==> src/shunt_adc_a_map.svh <==
`ifndef SHUNT_ADC_A_MAP_SVH
`define SHUNT_ADC_A_MAP_SVH

// --------------------------------------------------------------------------
// Register offsets, reset values and writable masks
// --------------------------------------------------------------------------
`define SAC_TIMING_OFFSET 8'h82
`define SAC_INPUT_OFFSET 8'h83
`define SAC_TIMING_RESET 16'h0400
`define SAC_INPUT_RESET 16'h8010
`define SAC_TIMING_MASK 16'h0f0f
`define SAC_INPUT_MASK 16'h8f3f

// --------------------------------------------------------------------------
// Field positions
// --------------------------------------------------------------------------
`define SAC_SINGLE_SHOT_BIT 11
`define SAC_OSR_LSB 8
`define SAC_GC_EN_BIT 3
`define SAC_GC_DELAY_LSB 0
`define SAC_EN_BIT 15
`define SAC_GAIN_LSB 10
`define SAC_ROUTE_LSB 8
`define SAC_SRC_ROUTE_BIT 5
`define SAC_SINK_ROUTE_BIT 4
`define SAC_SRC_LEVEL_LSB 2
`define SAC_SINK_LEVEL_LSB 0

// --------------------------------------------------------------------------
// Ratio and gain constants
// --------------------------------------------------------------------------
`define SAC_OSR_MIN 14'h0040
`define SAC_OSR_RESET_CODE 3'h4
`define SAC_GAIN_FIRST_DIGITAL 2'h2

`endif

==> src/shunt_adc_a_pkg.sv <==
package shunt_adc_a_pkg;

	typedef enum logic [1:0] {
		route_normal = 2'h0,
		route_reversed = 2'h1,
		route_grounded = 2'h2,
		route_test_dac = 2'h3
	} input_route_e;

	typedef enum logic [1:0] {
		level_off = 2'h0,
		level_4ua = 2'h1,
		level_40ua = 2'h2,
		level_240ua = 2'h3
	} openwire_level_e;

	typedef enum logic [1:0] {
		conv_idle = 2'h0,
		conv_run = 2'h1,
		conv_done = 2'h3
	} conv_state_e;

	typedef struct packed {
		logic single_shot_select;
		logic [2:0] oversample_ratio_code;
		logic global_chop_enable;
		logic [2:0] global_chop_delay;
	} timing_cfg_s;

	typedef struct packed {
		logic channel_enable;
		logic [1:0] gain_code;
		input_route_e input_route_code;
		logic openwire_source_route;
		logic openwire_sink_route;
		openwire_level_e openwire_source_level;
		openwire_level_e openwire_sink_level;
	} input_cfg_s;

	typedef struct packed {
		logic analog_gain_x8;
		logic [1:0] digital_shift;
		logic pos_to_ainp;
		logic neg_to_ainp;
		logic ground_short;
		logic test_dac_select;
		logic source_on_pos;
		logic source_on_neg;
		logic sink_on_pos;
		logic sink_on_neg;
		openwire_level_e source_level;
		openwire_level_e sink_level;
	} analog_ctrl_s;

endpackage : shunt_adc_a_pkg

==> src/decimation_timer.sv <==
`timescale 1ns/1ps
`default_nettype none
`include "shunt_adc_a_map.svh"

module decimation_timer (
	input wire logic clk,
	input wire logic rst,
	input wire logic ce,
	input wire logic run,
	input wire logic mod_tick,
	input wire logic [13:0] ratio,
	output logic data_rate_strobe
);

	logic [13:0] count;
	logic [13:0] next_count;
	logic next_strobe;

	// One strobe per ratio modulator ticks, so the output rate is the
	// modulator clock divided by the ratio. Stopping clears the phase.
	always_comb begin
		next_count = count;
		next_strobe = 1'b0;
		if (!run) begin
			next_count = 14'h0000;
		end else if (mod_tick) begin
			if (count >= ratio - 14'h0001) begin
				next_count = 14'h0000;
				next_strobe = 1'b1;
			end else begin
				next_count = count + 14'h0001;
			end
		end
	end

	always_ff @(posedge clk) begin
		if (rst) begin
			count <= 14'h0000;
			data_rate_strobe <= 1'b0;
		end else if (ce) begin
			count <= next_count;
			data_rate_strobe <= next_strobe;
		end
	end

endmodule : decimation_timer

`default_nettype wire

==> src/shunt_adc_a_config.sv <==
`timescale 1ns/1ps
`default_nettype none
`include "shunt_adc_a_map.svh"

// Notes on behaviour
// Mode bit 0 converts continuously; 1 converts once per start request.
// Ratio code 0..7 selects 64..8192; data rate is modulator clock over ratio.
// Ratio code resets to 100, a ratio of 1024.
// Timing bit 3 set enables global chop, cleared disables it.
// Disable, standby or power-down zero the result and the two-bit counter.
// Gain codes give 4, 8, 16, 32; 16 and 32 are digital on analog 8.
// Route codes: normal, reversed, grounded with pins open, test DAC.
// Input bit 5 steers the open-wire source to positive or negative pin.
// Input bit 4 steers the open-wire sink; reset picks the negative pin.
// Source level code selects off, 4, 40 or 240 microamps.
// Sink level code selects off, 4, 40 or 240 microamps.
// Reserved bits ignore writes and read zero; chop delay reads back as written.
module shunt_adc_a_config (
	input wire logic clk,
	input wire logic rst,
	input wire logic ce,
	input wire logic [7:0] reg_addr,
	input wire logic reg_wr,
	input wire logic [15:0] reg_wdata,
	input wire logic reg_rd,
	output logic [15:0] reg_rdata,
	input wire logic standby,
	input wire logic power_down,
	input wire logic start_request,
	input wire logic mod_tick,
	input wire logic conv_valid,
	input wire logic [23:0] conv_data,
	output shunt_adc_a_pkg::timing_cfg_s timing_cfg,
	output shunt_adc_a_pkg::input_cfg_s input_cfg,
	output shunt_adc_a_pkg::analog_ctrl_s analog_ctrl,
	output logic [13:0] oversample_ratio,
	output logic modulator_run,
	output logic data_rate_strobe,
	output logic [23:0] conv_result,
	output logic [1:0] conversion_counter
);

	// ----------------------------------------------------------------------
	// Register file
	// ----------------------------------------------------------------------
	logic [15:0] timing_reg;
	logic [15:0] input_reg;
	logic [15:0] next_timing_reg;
	logic [15:0] next_input_reg;
	logic [15:0] next_rdata;

	always_comb begin
		next_timing_reg = timing_reg;
		next_input_reg = input_reg;
		if (reg_wr && reg_addr == `SAC_TIMING_OFFSET) begin
			next_timing_reg = reg_wdata & `SAC_TIMING_MASK;
		end
		if (reg_wr && reg_addr == `SAC_INPUT_OFFSET) begin
			next_input_reg = reg_wdata & `SAC_INPUT_MASK;
		end
		next_rdata = reg_rdata;
		if (reg_rd) begin
			case (reg_addr)
				`SAC_TIMING_OFFSET: next_rdata = timing_reg;
				`SAC_INPUT_OFFSET: next_rdata = input_reg;
				default: next_rdata = 16'h0000;
			endcase
		end
	end

	always_ff @(posedge clk) begin
		if (rst) begin
			timing_reg <= `SAC_TIMING_RESET;
			input_reg <= `SAC_INPUT_RESET;
			reg_rdata <= 16'h0000;
		end else if (ce) begin
			timing_reg <= next_timing_reg;
			input_reg <= next_input_reg;
			reg_rdata <= next_rdata;
		end
	end

	// ----------------------------------------------------------------------
	// Field decode
	// ----------------------------------------------------------------------
	always_comb begin
		timing_cfg.single_shot_select = timing_reg[`SAC_SINGLE_SHOT_BIT];
		timing_cfg.oversample_ratio_code = timing_reg[`SAC_OSR_LSB +: 3];
		timing_cfg.global_chop_enable = timing_reg[`SAC_GC_EN_BIT];
		timing_cfg.global_chop_delay = timing_reg[`SAC_GC_DELAY_LSB +: 3];
		input_cfg.channel_enable = input_reg[`SAC_EN_BIT];
		input_cfg.gain_code = input_reg[`SAC_GAIN_LSB +: 2];
		input_cfg.input_route_code =
			shunt_adc_a_pkg::input_route_e'(input_reg[`SAC_ROUTE_LSB +: 2]);
		input_cfg.openwire_source_route = input_reg[`SAC_SRC_ROUTE_BIT];
		input_cfg.openwire_sink_route = input_reg[`SAC_SINK_ROUTE_BIT];
		input_cfg.openwire_source_level =
			shunt_adc_a_pkg::openwire_level_e'(input_reg[`SAC_SRC_LEVEL_LSB +: 2]);
		input_cfg.openwire_sink_level =
			shunt_adc_a_pkg::openwire_level_e'(input_reg[`SAC_SINK_LEVEL_LSB +: 2]);
	end

	// Ratio doubles per code step from the smallest ratio.
	assign oversample_ratio = `SAC_OSR_MIN << timing_cfg.oversample_ratio_code;

	// ----------------------------------------------------------------------
	// Analog control decode
	// ----------------------------------------------------------------------
	shunt_adc_a_pkg::analog_ctrl_s next_analog_ctrl;

	always_comb begin
		next_analog_ctrl = '0;
		// The analog stage stops at 8; higher gains shift the digital result.
		if (input_cfg.gain_code >= `SAC_GAIN_FIRST_DIGITAL) begin
			next_analog_ctrl.analog_gain_x8 = 1'b1;
			next_analog_ctrl.digital_shift = input_cfg.gain_code - 2'h1;
		end else begin
			next_analog_ctrl.analog_gain_x8 = input_cfg.gain_code[0];
			next_analog_ctrl.digital_shift = 2'h0;
		end
		case (input_cfg.input_route_code)
			shunt_adc_a_pkg::route_normal: next_analog_ctrl.pos_to_ainp = 1'b1;
			shunt_adc_a_pkg::route_reversed: next_analog_ctrl.neg_to_ainp = 1'b1;
			shunt_adc_a_pkg::route_grounded: next_analog_ctrl.ground_short = 1'b1;
			shunt_adc_a_pkg::route_test_dac: next_analog_ctrl.test_dac_select = 1'b1;
			default: next_analog_ctrl.ground_short = 1'b1;
		endcase
		if (input_cfg.openwire_source_level != shunt_adc_a_pkg::level_off) begin
			next_analog_ctrl.source_on_neg = input_cfg.openwire_source_route;
			next_analog_ctrl.source_on_pos = !input_cfg.openwire_source_route;
		end
		if (input_cfg.openwire_sink_level != shunt_adc_a_pkg::level_off) begin
			next_analog_ctrl.sink_on_neg = input_cfg.openwire_sink_route;
			next_analog_ctrl.sink_on_pos = !input_cfg.openwire_sink_route;
		end
		next_analog_ctrl.source_level = input_cfg.openwire_source_level;
		next_analog_ctrl.sink_level = input_cfg.openwire_sink_level;
	end

	always_ff @(posedge clk) begin
		if (rst) begin
			analog_ctrl <= '0;
		end else if (ce) begin
			analog_ctrl <= next_analog_ctrl;
		end
	end

	// ----------------------------------------------------------------------
	// Conversion sequencing
	// ----------------------------------------------------------------------
	shunt_adc_a_pkg::conv_state_e conv_state;
	shunt_adc_a_pkg::conv_state_e next_conv_state;
	logic active;
	logic [23:0] next_conv_result;
	logic [1:0] next_conversion_counter;

	assign active = input_cfg.channel_enable && !standby && !power_down;
	assign modulator_run = conv_state == shunt_adc_a_pkg::conv_run;

	always_comb begin
		next_conv_state = conv_state;
		if (!active) begin
			next_conv_state = shunt_adc_a_pkg::conv_idle;
		end else if (!timing_cfg.single_shot_select) begin
			next_conv_state = shunt_adc_a_pkg::conv_run;
		end else begin
			case (conv_state)
				shunt_adc_a_pkg::conv_idle: begin
					if (start_request) begin
						next_conv_state = shunt_adc_a_pkg::conv_run;
					end
				end
				shunt_adc_a_pkg::conv_run: begin
					if (conv_valid) begin
						next_conv_state = shunt_adc_a_pkg::conv_done;
					end
				end
				shunt_adc_a_pkg::conv_done: begin
					if (start_request) begin
						next_conv_state = shunt_adc_a_pkg::conv_run;
					end
				end
				default: next_conv_state = shunt_adc_a_pkg::conv_idle;
			endcase
		end
	end

	// A result that lands in the cycle the channel goes inactive is dropped,
	// since clearing must win for the result to read zero afterwards.
	always_comb begin
		next_conv_result = conv_result;
		next_conversion_counter = conversion_counter;
		if (!active) begin
			next_conv_result = 24'h000000;
			next_conversion_counter = 2'h0;
		end else if (conv_valid && modulator_run) begin
			next_conv_result = conv_data;
			next_conversion_counter = conversion_counter + 2'h1;
		end
	end

	always_ff @(posedge clk) begin
		if (rst) begin
			conv_state <= shunt_adc_a_pkg::conv_idle;
			conv_result <= 24'h000000;
			conversion_counter <= 2'h0;
		end else if (ce) begin
			conv_state <= next_conv_state;
			conv_result <= next_conv_result;
			conversion_counter <= next_conversion_counter;
		end
	end

	decimation_timer u_timer (
		.clk(clk),
		.rst(rst),
		.ce(ce),
		.run(modulator_run),
		.mod_tick(mod_tick),
		.ratio(oversample_ratio),
		.data_rate_strobe(data_rate_strobe)
	);
endmodule : shunt_adc_a_config

`default_nettype wire

==> config.mk <==
export PLATFORM = sky130hd
export DESIGN_NAME = shunt_adc_a_config
export DESIGN_NICKNAME = d
export VERILOG_FILES = /design/src/shunt_adc_a_pkg.sv /design/src/decimation_timer.sv /design/src/shunt_adc_a_config.sv
export VERILOG_INCLUDE_DIRS = /design/src
export SDC_FILE = /design/constraint.sdc
export NUM_CORES = 1
export LEC_CHECK = 0
export BUFFER_PORTS_ARGS = -buffer_cell sky130_fd_sc_hd__buf_2
export CORE_UTILIZATION = 49
export CTS_CLUSTER_DIAMETER = 60
export CTS_CLUSTER_SIZE = 28
export DETAILED_ROUTE_END_ITERATION = 16
export PLACE_DENSITY_LB_ADDON = 0.3
export SYNTH_ARGS = -nofsm -noshare
export SYNTH_HDL_FRONTEND = slang
export SYNTH_SLANG_ARGS = --single-unit
==> constraint.sdc <==
create_clock -name clk -period 2.9 [get_ports clk]
set_input_delay 0 -clock clk [delete_from_list [all_inputs] [get_ports clk]]
set_output_delay 0 -clock clk [all_outputs]
set_load 0.02 [all_outputs]
**Yosys cells after proc, flatten, opt, wreduce, memory -nomap -nowiden**

Cells that the tools add are included.

- Add/subtract/negate cells: 4
- $mul: 0
- Div/mod/pow operators: 0
- Order comparisons: 2
- Eq/ne operators: 11
- Shifts and indexed selects: 1
- Multiplexer cells: 23
- Bitwise operators: 0
- Reduce and logical (&&, ||, !) cells: 20

Operator list:

| cell | count |
|---|---|
| 2-to-1 mux 24 bit | 2 |
| 2-to-1 mux 14 bit | 3 |
| one-hot mux 16 bit (2 select lines) | 1 |
| == test 8 bit (second input constant) | 2 |
| 2-to-1 mux 2 bit | 8 |
| adder 14 x 1 -> 14 bit (second input constant) | 1 |
| greater-or-equal comparator 14 bit | 1 |
| << shifter 7 x 3 -> 14 bit (first input constant) | 1 |
| subtractor 14 x 1 -> 14 bit (second input constant) | 1 |
| AND reduction 2 bit | 5 |
| != test 4 bit (second input constant) | 2 |
| 2-to-1 mux 1 bit | 7 |
| == test 2 bit (second input constant) | 3 |
| logical AND 1 bit | 5 |
| == test 2 x 1 -> 1 bit (second input constant) | 2 |
| zero test 1 bit | 4 |
| zero test 2 bit | 2 |
| one-hot mux 2 bit (2 select lines) | 1 |
| nonzero test 2 bit | 2 |
| 2-to-1 mux 3 bit | 1 |
| AND reduction 3 bit | 1 |
| adder 2 x 1 -> 2 bit (second input constant) | 1 |
| greater-or-equal comparator 2 bit (second input constant) | 1 |
| != test 2 x 1 -> 1 bit (second input constant) | 1 |
| other kinds (3) | 3 |

- Register bits after elaboration: 93
- Latch bits: 0
- Bits in writable memories: 0
- Bits in read-only memories: 0
- Input port bits: 58
- Output and inout port bits: 92
- Word-level logic and storage cells: 81
- Memories: 0

**Logic depth before layout (Yosys ltp)**

- Depth after elaboration: 6
- Mapped depth: 9
- Gate-level depth less buffers: 7

**By module**

Synthesis repeated with hierarchy kept, for this count alone.

- Cells, all modules: 517
- Area, all modules: 4672.0 µm²

By module, submodules not included:

| module | instances | cells an instance | area each (µm²) | seq. area each (µm²) |
|---|---|---|---|---|
| shunt_adc_a_config | 1 | 372 | 3463.3 | 1461.4 |
| decimation_timer | 1 | 145 | 1208.7 | 300.3 |

**Worst setup path before layout**

No wires, ideal clock.

- Path kind: register -> register
- Start: register timing_reg[9]
- End: register u_timer.count[5]
- Library setup time: 0.075 ns
- Arrival: 2.339 ns
- Data required time: 2.825 ns
- Setup slack: 0.486 ns
- Stages on the path, launching flop included: 10
- Path buffers: 2
- Period minus slack after synthesis: 2.414 ns
- Cells stage by stage: dfxtp_1 clkbuf_1 nor3_1 ha_1 nand4_1 nor3_1 o31ai_2 buf_2 nand4_1 a31oi_1

- Longest elaborated chain between the ends: 6

Ends and longest elaborated chain:

| what | RTL line | RTL |
|---|---|---|
| from (decl) | shunt_adc_a_config.sv:46 | `logic [15:0] timing_reg;` |
| from (signal assigned) | shunt_adc_a_config.sv:73 | `` timing_reg <= `SAC_TIMING_RESET; `` |
| from (signal assigned) | shunt_adc_a_config.sv:77 | `timing_reg <= next_timing_reg;` |
| << shifter 7 x 3 -> 14 bit (no line) | -- |  |
| net oversample_ratio[6] | shunt_adc_a_config.sv:36 | `output logic [13:0] oversample_ratio,` |
| subtractor 14 x 1 -> 14 bit | decimation_timer.sv:27 | `if (count >= ratio - 14'h0001) begin` |
| greater-or-equal comparator 14 bit | decimation_timer.sv:27 |  |
| 2-to-1 mux 14 bit | decimation_timer.sv:27 |  |
| 2-to-1 mux 14 bit | decimation_timer.sv:26 | `end else if (mod_tick) begin` |
| 2-to-1 mux 14 bit | decimation_timer.sv:24 | `if (!run) begin` |
| to (signal assigned) | decimation_timer.sv:41 | `count <= next_count;` |
| to (decl) | decimation_timer.sv:15 | `logic [13:0] count;` |

The timed path passes the listed nets, and every way through them passes these cells. The select of a mux whose other input is x is not followed.
A chain may end at the register's enable or synchronous reset.

**Worst setup path in the final report**

- Start: register timing_reg[9]
- End: register u_timer.data_rate_strobe

- Longest elaborated chain between the ends: 6

Ends and longest elaborated chain:

| what | RTL line | RTL |
|---|---|---|
| << shifter 7 x 3 -> 14 bit (no line) | -- |  |
| subtractor 14 x 1 -> 14 bit | decimation_timer.sv:27 |  |
| greater-or-equal comparator 14 bit | decimation_timer.sv:27 |  |
| 2-to-1 mux 1 bit | decimation_timer.sv:27 |  |
| 2-to-1 mux 1 bit | decimation_timer.sv:26 |  |
| 2-to-1 mux 1 bit | decimation_timer.sv:24 |  |
| to (signal assigned) | decimation_timer.sv:42 | `data_rate_strobe <= next_strobe;` |
| to (decl) | decimation_timer.sv:12 | `output logic data_rate_strobe` |

Every way passes these cells.

==> results.yml <==
status:
  status: "finished clean"
finish:
  final_nets: 674
  fin_cells: 711
  multiInputGateArea_um2: 1940
  max_flop_register: "conv_result"
  drive_gt1_frac: 0.273
  top_regs: "conv_result: 24 flops, analog_ctrl: 15 flops, u_timer.count: 14 flops"
  seq_area_um2: 1760
  layout_commonest_cell: "buf_2"
  fillCellCount: 632
  final_cell_mix: "buf_2 (133), dfxtp_1 (88), nor2_1 (86)"
  largest_reg_flops: 24
  area_delta_synth_final_pct: 30.6
  antennaDiodeCount: 0
floorplan:
  die-area_um2: 8480
  die_w_um: 92.1
  fp.coreArea_um2: 7810
  pin_count: 150
  start_util: 0.509
  die_y_um: 92.1
  rows: 32
power_and_ir_drop:
  peakVddDrop_mv: 0.283
  p_comb_frac: 0.092
  power.density_nw_per_um2: 462
  power.static_leakage_nw: 2.44
  netSwitchingPower_mw: 0.597
  p_int_mw: 1.80
  clkPwrFrac: 0.397
  p_sw_frac: 0.249
  seq_power_share: 0.511
critical_path:
  criticalPathCategory: "reg2reg"
  arrival_ps: 2550
  worst_setup_path_end_kind: "register"
  cp-start-kind: "register"
  crit_fanout: 14
  crit_chain: "nor2_1, ha_1, a211oi_1, nor2_1, o31ai_2, buf_4, a21boi_0, o21ba_2"
  slowest_delay_ps: 580
  crit_required_ps: 3160
  cpMostUsedCell: "nor2_1"
  crit_buf_inv: 1
  crit_family: "compound AO/OA/AOI/OAI gates"
  slowest_stage: "dfxtp_1"
global_routing:
  grt_first_pass_wirelength_mm: 16.9
  antenna_found_initial: 0
  gr-total-overflow: 0
  grt_max_degree: 56
  grt.total_usage: 0.249
  grt_pass1_vias: 3537
route:
  avgRoutedWirePerCell_um: 14.6
  via_per_inst: 5.40
  highest_layer: "met4"
  drtPass1Iterations: 5
  route.detailed.drc: 0
  routed_wl_mm: 10.4
  drtIter0Drc: 196
  wirelength_met1_mm: 4.53
  vias: 3840
  met3_length_um: 584
  wl_met2_mm: 4.96
  drtAntennaViolNets: 0
synth:
  synth-seq-cells: 88
  syn_avg_cell_area_um2: 8.82
  syn_area_um2: 3980
  synthArstFlopShare: 0
  yosys_most_used_dff: "dfxtp_1"
  yosysWarnings: 0
  synth_edf_count: 0
  synthCells: 451
  synth.distinct_cells: 45
  seq_area_frac_synth: 0.443
placed_design:
  io_buffer_count: 133
  gp_congestion: 0.789
  dp.cells: 659
  hpwl_mm: 6.75
clock_tree:
  cts_root_buf: "clkbuf_8"
  clkSinkCount: 88
  cts_inserted_buffers: 9
  cts_setup_buffers: 0
  path_clk_slew_ps: 90
  cts_tree: "built"
  cts_resized: 0
  clk_path_buf_depth: 2
  postCtsHoldBufs: 37
  htree_levels: 3
  clk_latency_ps: 370
timing:
  fin_crit_sh: 0.790
  fin_skew_ps: 15.0
  fmax_mhz: 436
  fin_crit_ps: 2290
  finalHoldViolations: 0
  maxSlewHeadroom: 0.556
  slew_violations: 0
  setup_tns_ps: 0
  rsz0062_at_grt: "no"
  setup-violations-final: 0
  worst_slew_pin_slew_ps: 662
worst_hold_path:
  holdCritPathClass: "in2reg"
run:
  cap_violations: 0
path summary, 6_finish.rpt:
path | start | to | slack (ps) | depth (start not counted)
worst max-delay path | timing_reg[9] | u_timer.data_rate_strobe | 610 | 8
worst min-delay path | ce | analog_ctrl[8] | 40 | 3
worst max register to register | timing_reg[9] | u_timer.data_rate_strobe | 610 | 8
worst min register to register | analog_ctrl[12] | analog_ctrl[12] | 470 | 2
cell usage after synthesis, types with 2 or more instances:
cell / instances / area (um^2)
xnor2_1: 7 / 61.3
mux2i_1: 30 / 300
nor3b_1: 5 / 37.5
ha_1: 11 / 138
a211oi_1: 4 / 30.0
nor3_1: 21 / 105
nand4_1: 11 / 68.8
nor2b_1: 2 / 12.5
nand4b_1: 2 / 17.5
nor2_1: 86 / 323
conb_1: 2 / 7.51
buf_1: 2 / 7.51
a22oi_2: 5 / 62.6
a31oi_1: 4 / 25.0
o21ai_0: 4 / 20.0
buf_6: 2 / 22.5
and4_1: 2 / 17.5
o211ai_1: 3 / 22.5
nand3_1: 10 / 50.1
nand2_1: 22 / 82.6
a211o_1: 3 / 26.3
a22oi_1: 30 / 225
and3_1: 4 / 25.0
buf_2: 8 / 40.0
a21oi_1: 18 / 90.1
clkbuf_1: 15 / 56.3
nand3b_1: 3 / 22.5
dfxtp_1: 88 / 1760
buf_4: 18 / 135
inv_1: 13 / 48.8
nor4_1: 2 / 12.5
worst register-to-register path, stage by stage (launching register included):
cell	delay, ps
dfxtp_1	580
nor2_1	110
ha_1	310
a211oi_1	220
nor2_1	80
o31ai_2	350
buf_4	240
a21boi_0	100
o21ba_2	210
routing by layer:
| metal | global-route usage | vias to the layer above |
|---|---|---|
| met5 | 0 | - |
| met4 | 0.107 | 0 |
| met3 | 0.0721 | 27 |
| met2 | 0.404 | 145 |
| met1 | 0.307 | 1807 |
| li1 | - | 1861 |
stage by stage:
step	utilization	hold slack, ps	cell area, um^2	setup WS (ps)	power (mW)
finish	0.665	38.3	5190	608	2.40
global route	0.665	57.8	5190	423	2.48
CTS	0.665	29.5	5190	610	2.40
global placement	0.590	234	4610	689	1.43
detailed placement	0.590	242	4610	634	1.43
floorplan	-	135	4020	486	1.38
cell families (layout without fill, tap and decap cells):
group                      after synthesis  in the layout  synth area share
xor gates and xnor gates                 7              7            0.0154
AOI/OAI and AO/OA                       81             81             0.149
other                                    2             12           0.00189
DFF                                     88             88             0.443
adders and majority gates               11             11            0.0346
buffers and inverters                   58            206            0.0780
and+or+nand+nor                        174            174             0.203
muxes                                   30             30            0.0755
layout make-up:
cell class | instances | share of cell area
well taps | 102 | 0.0246
clock buffers | 9 | 0.0238
repair buffers | 178 | 0.211
clock inverters | 6 | 0.0178
multi-input cells | 315 | 0.374
inverters | 13 | 0.00940
flip-flops and latches | 88 | 0.339
power by group through the flow:
stage,clock network (mW),registers (mW),logic (mW)
6_report,0.952,1.23,0.221
5_1_grt,1.01,1.23,0.240
4_1_cts,0.957,1.23,0.217
3_5_place_dp,0,1.25,0.178
3_3_place_gp,0,1.25,0.174
2_1_floorplan,0,1.27,0.112
No activity file was read; power rests on OpenSTA's default activity.
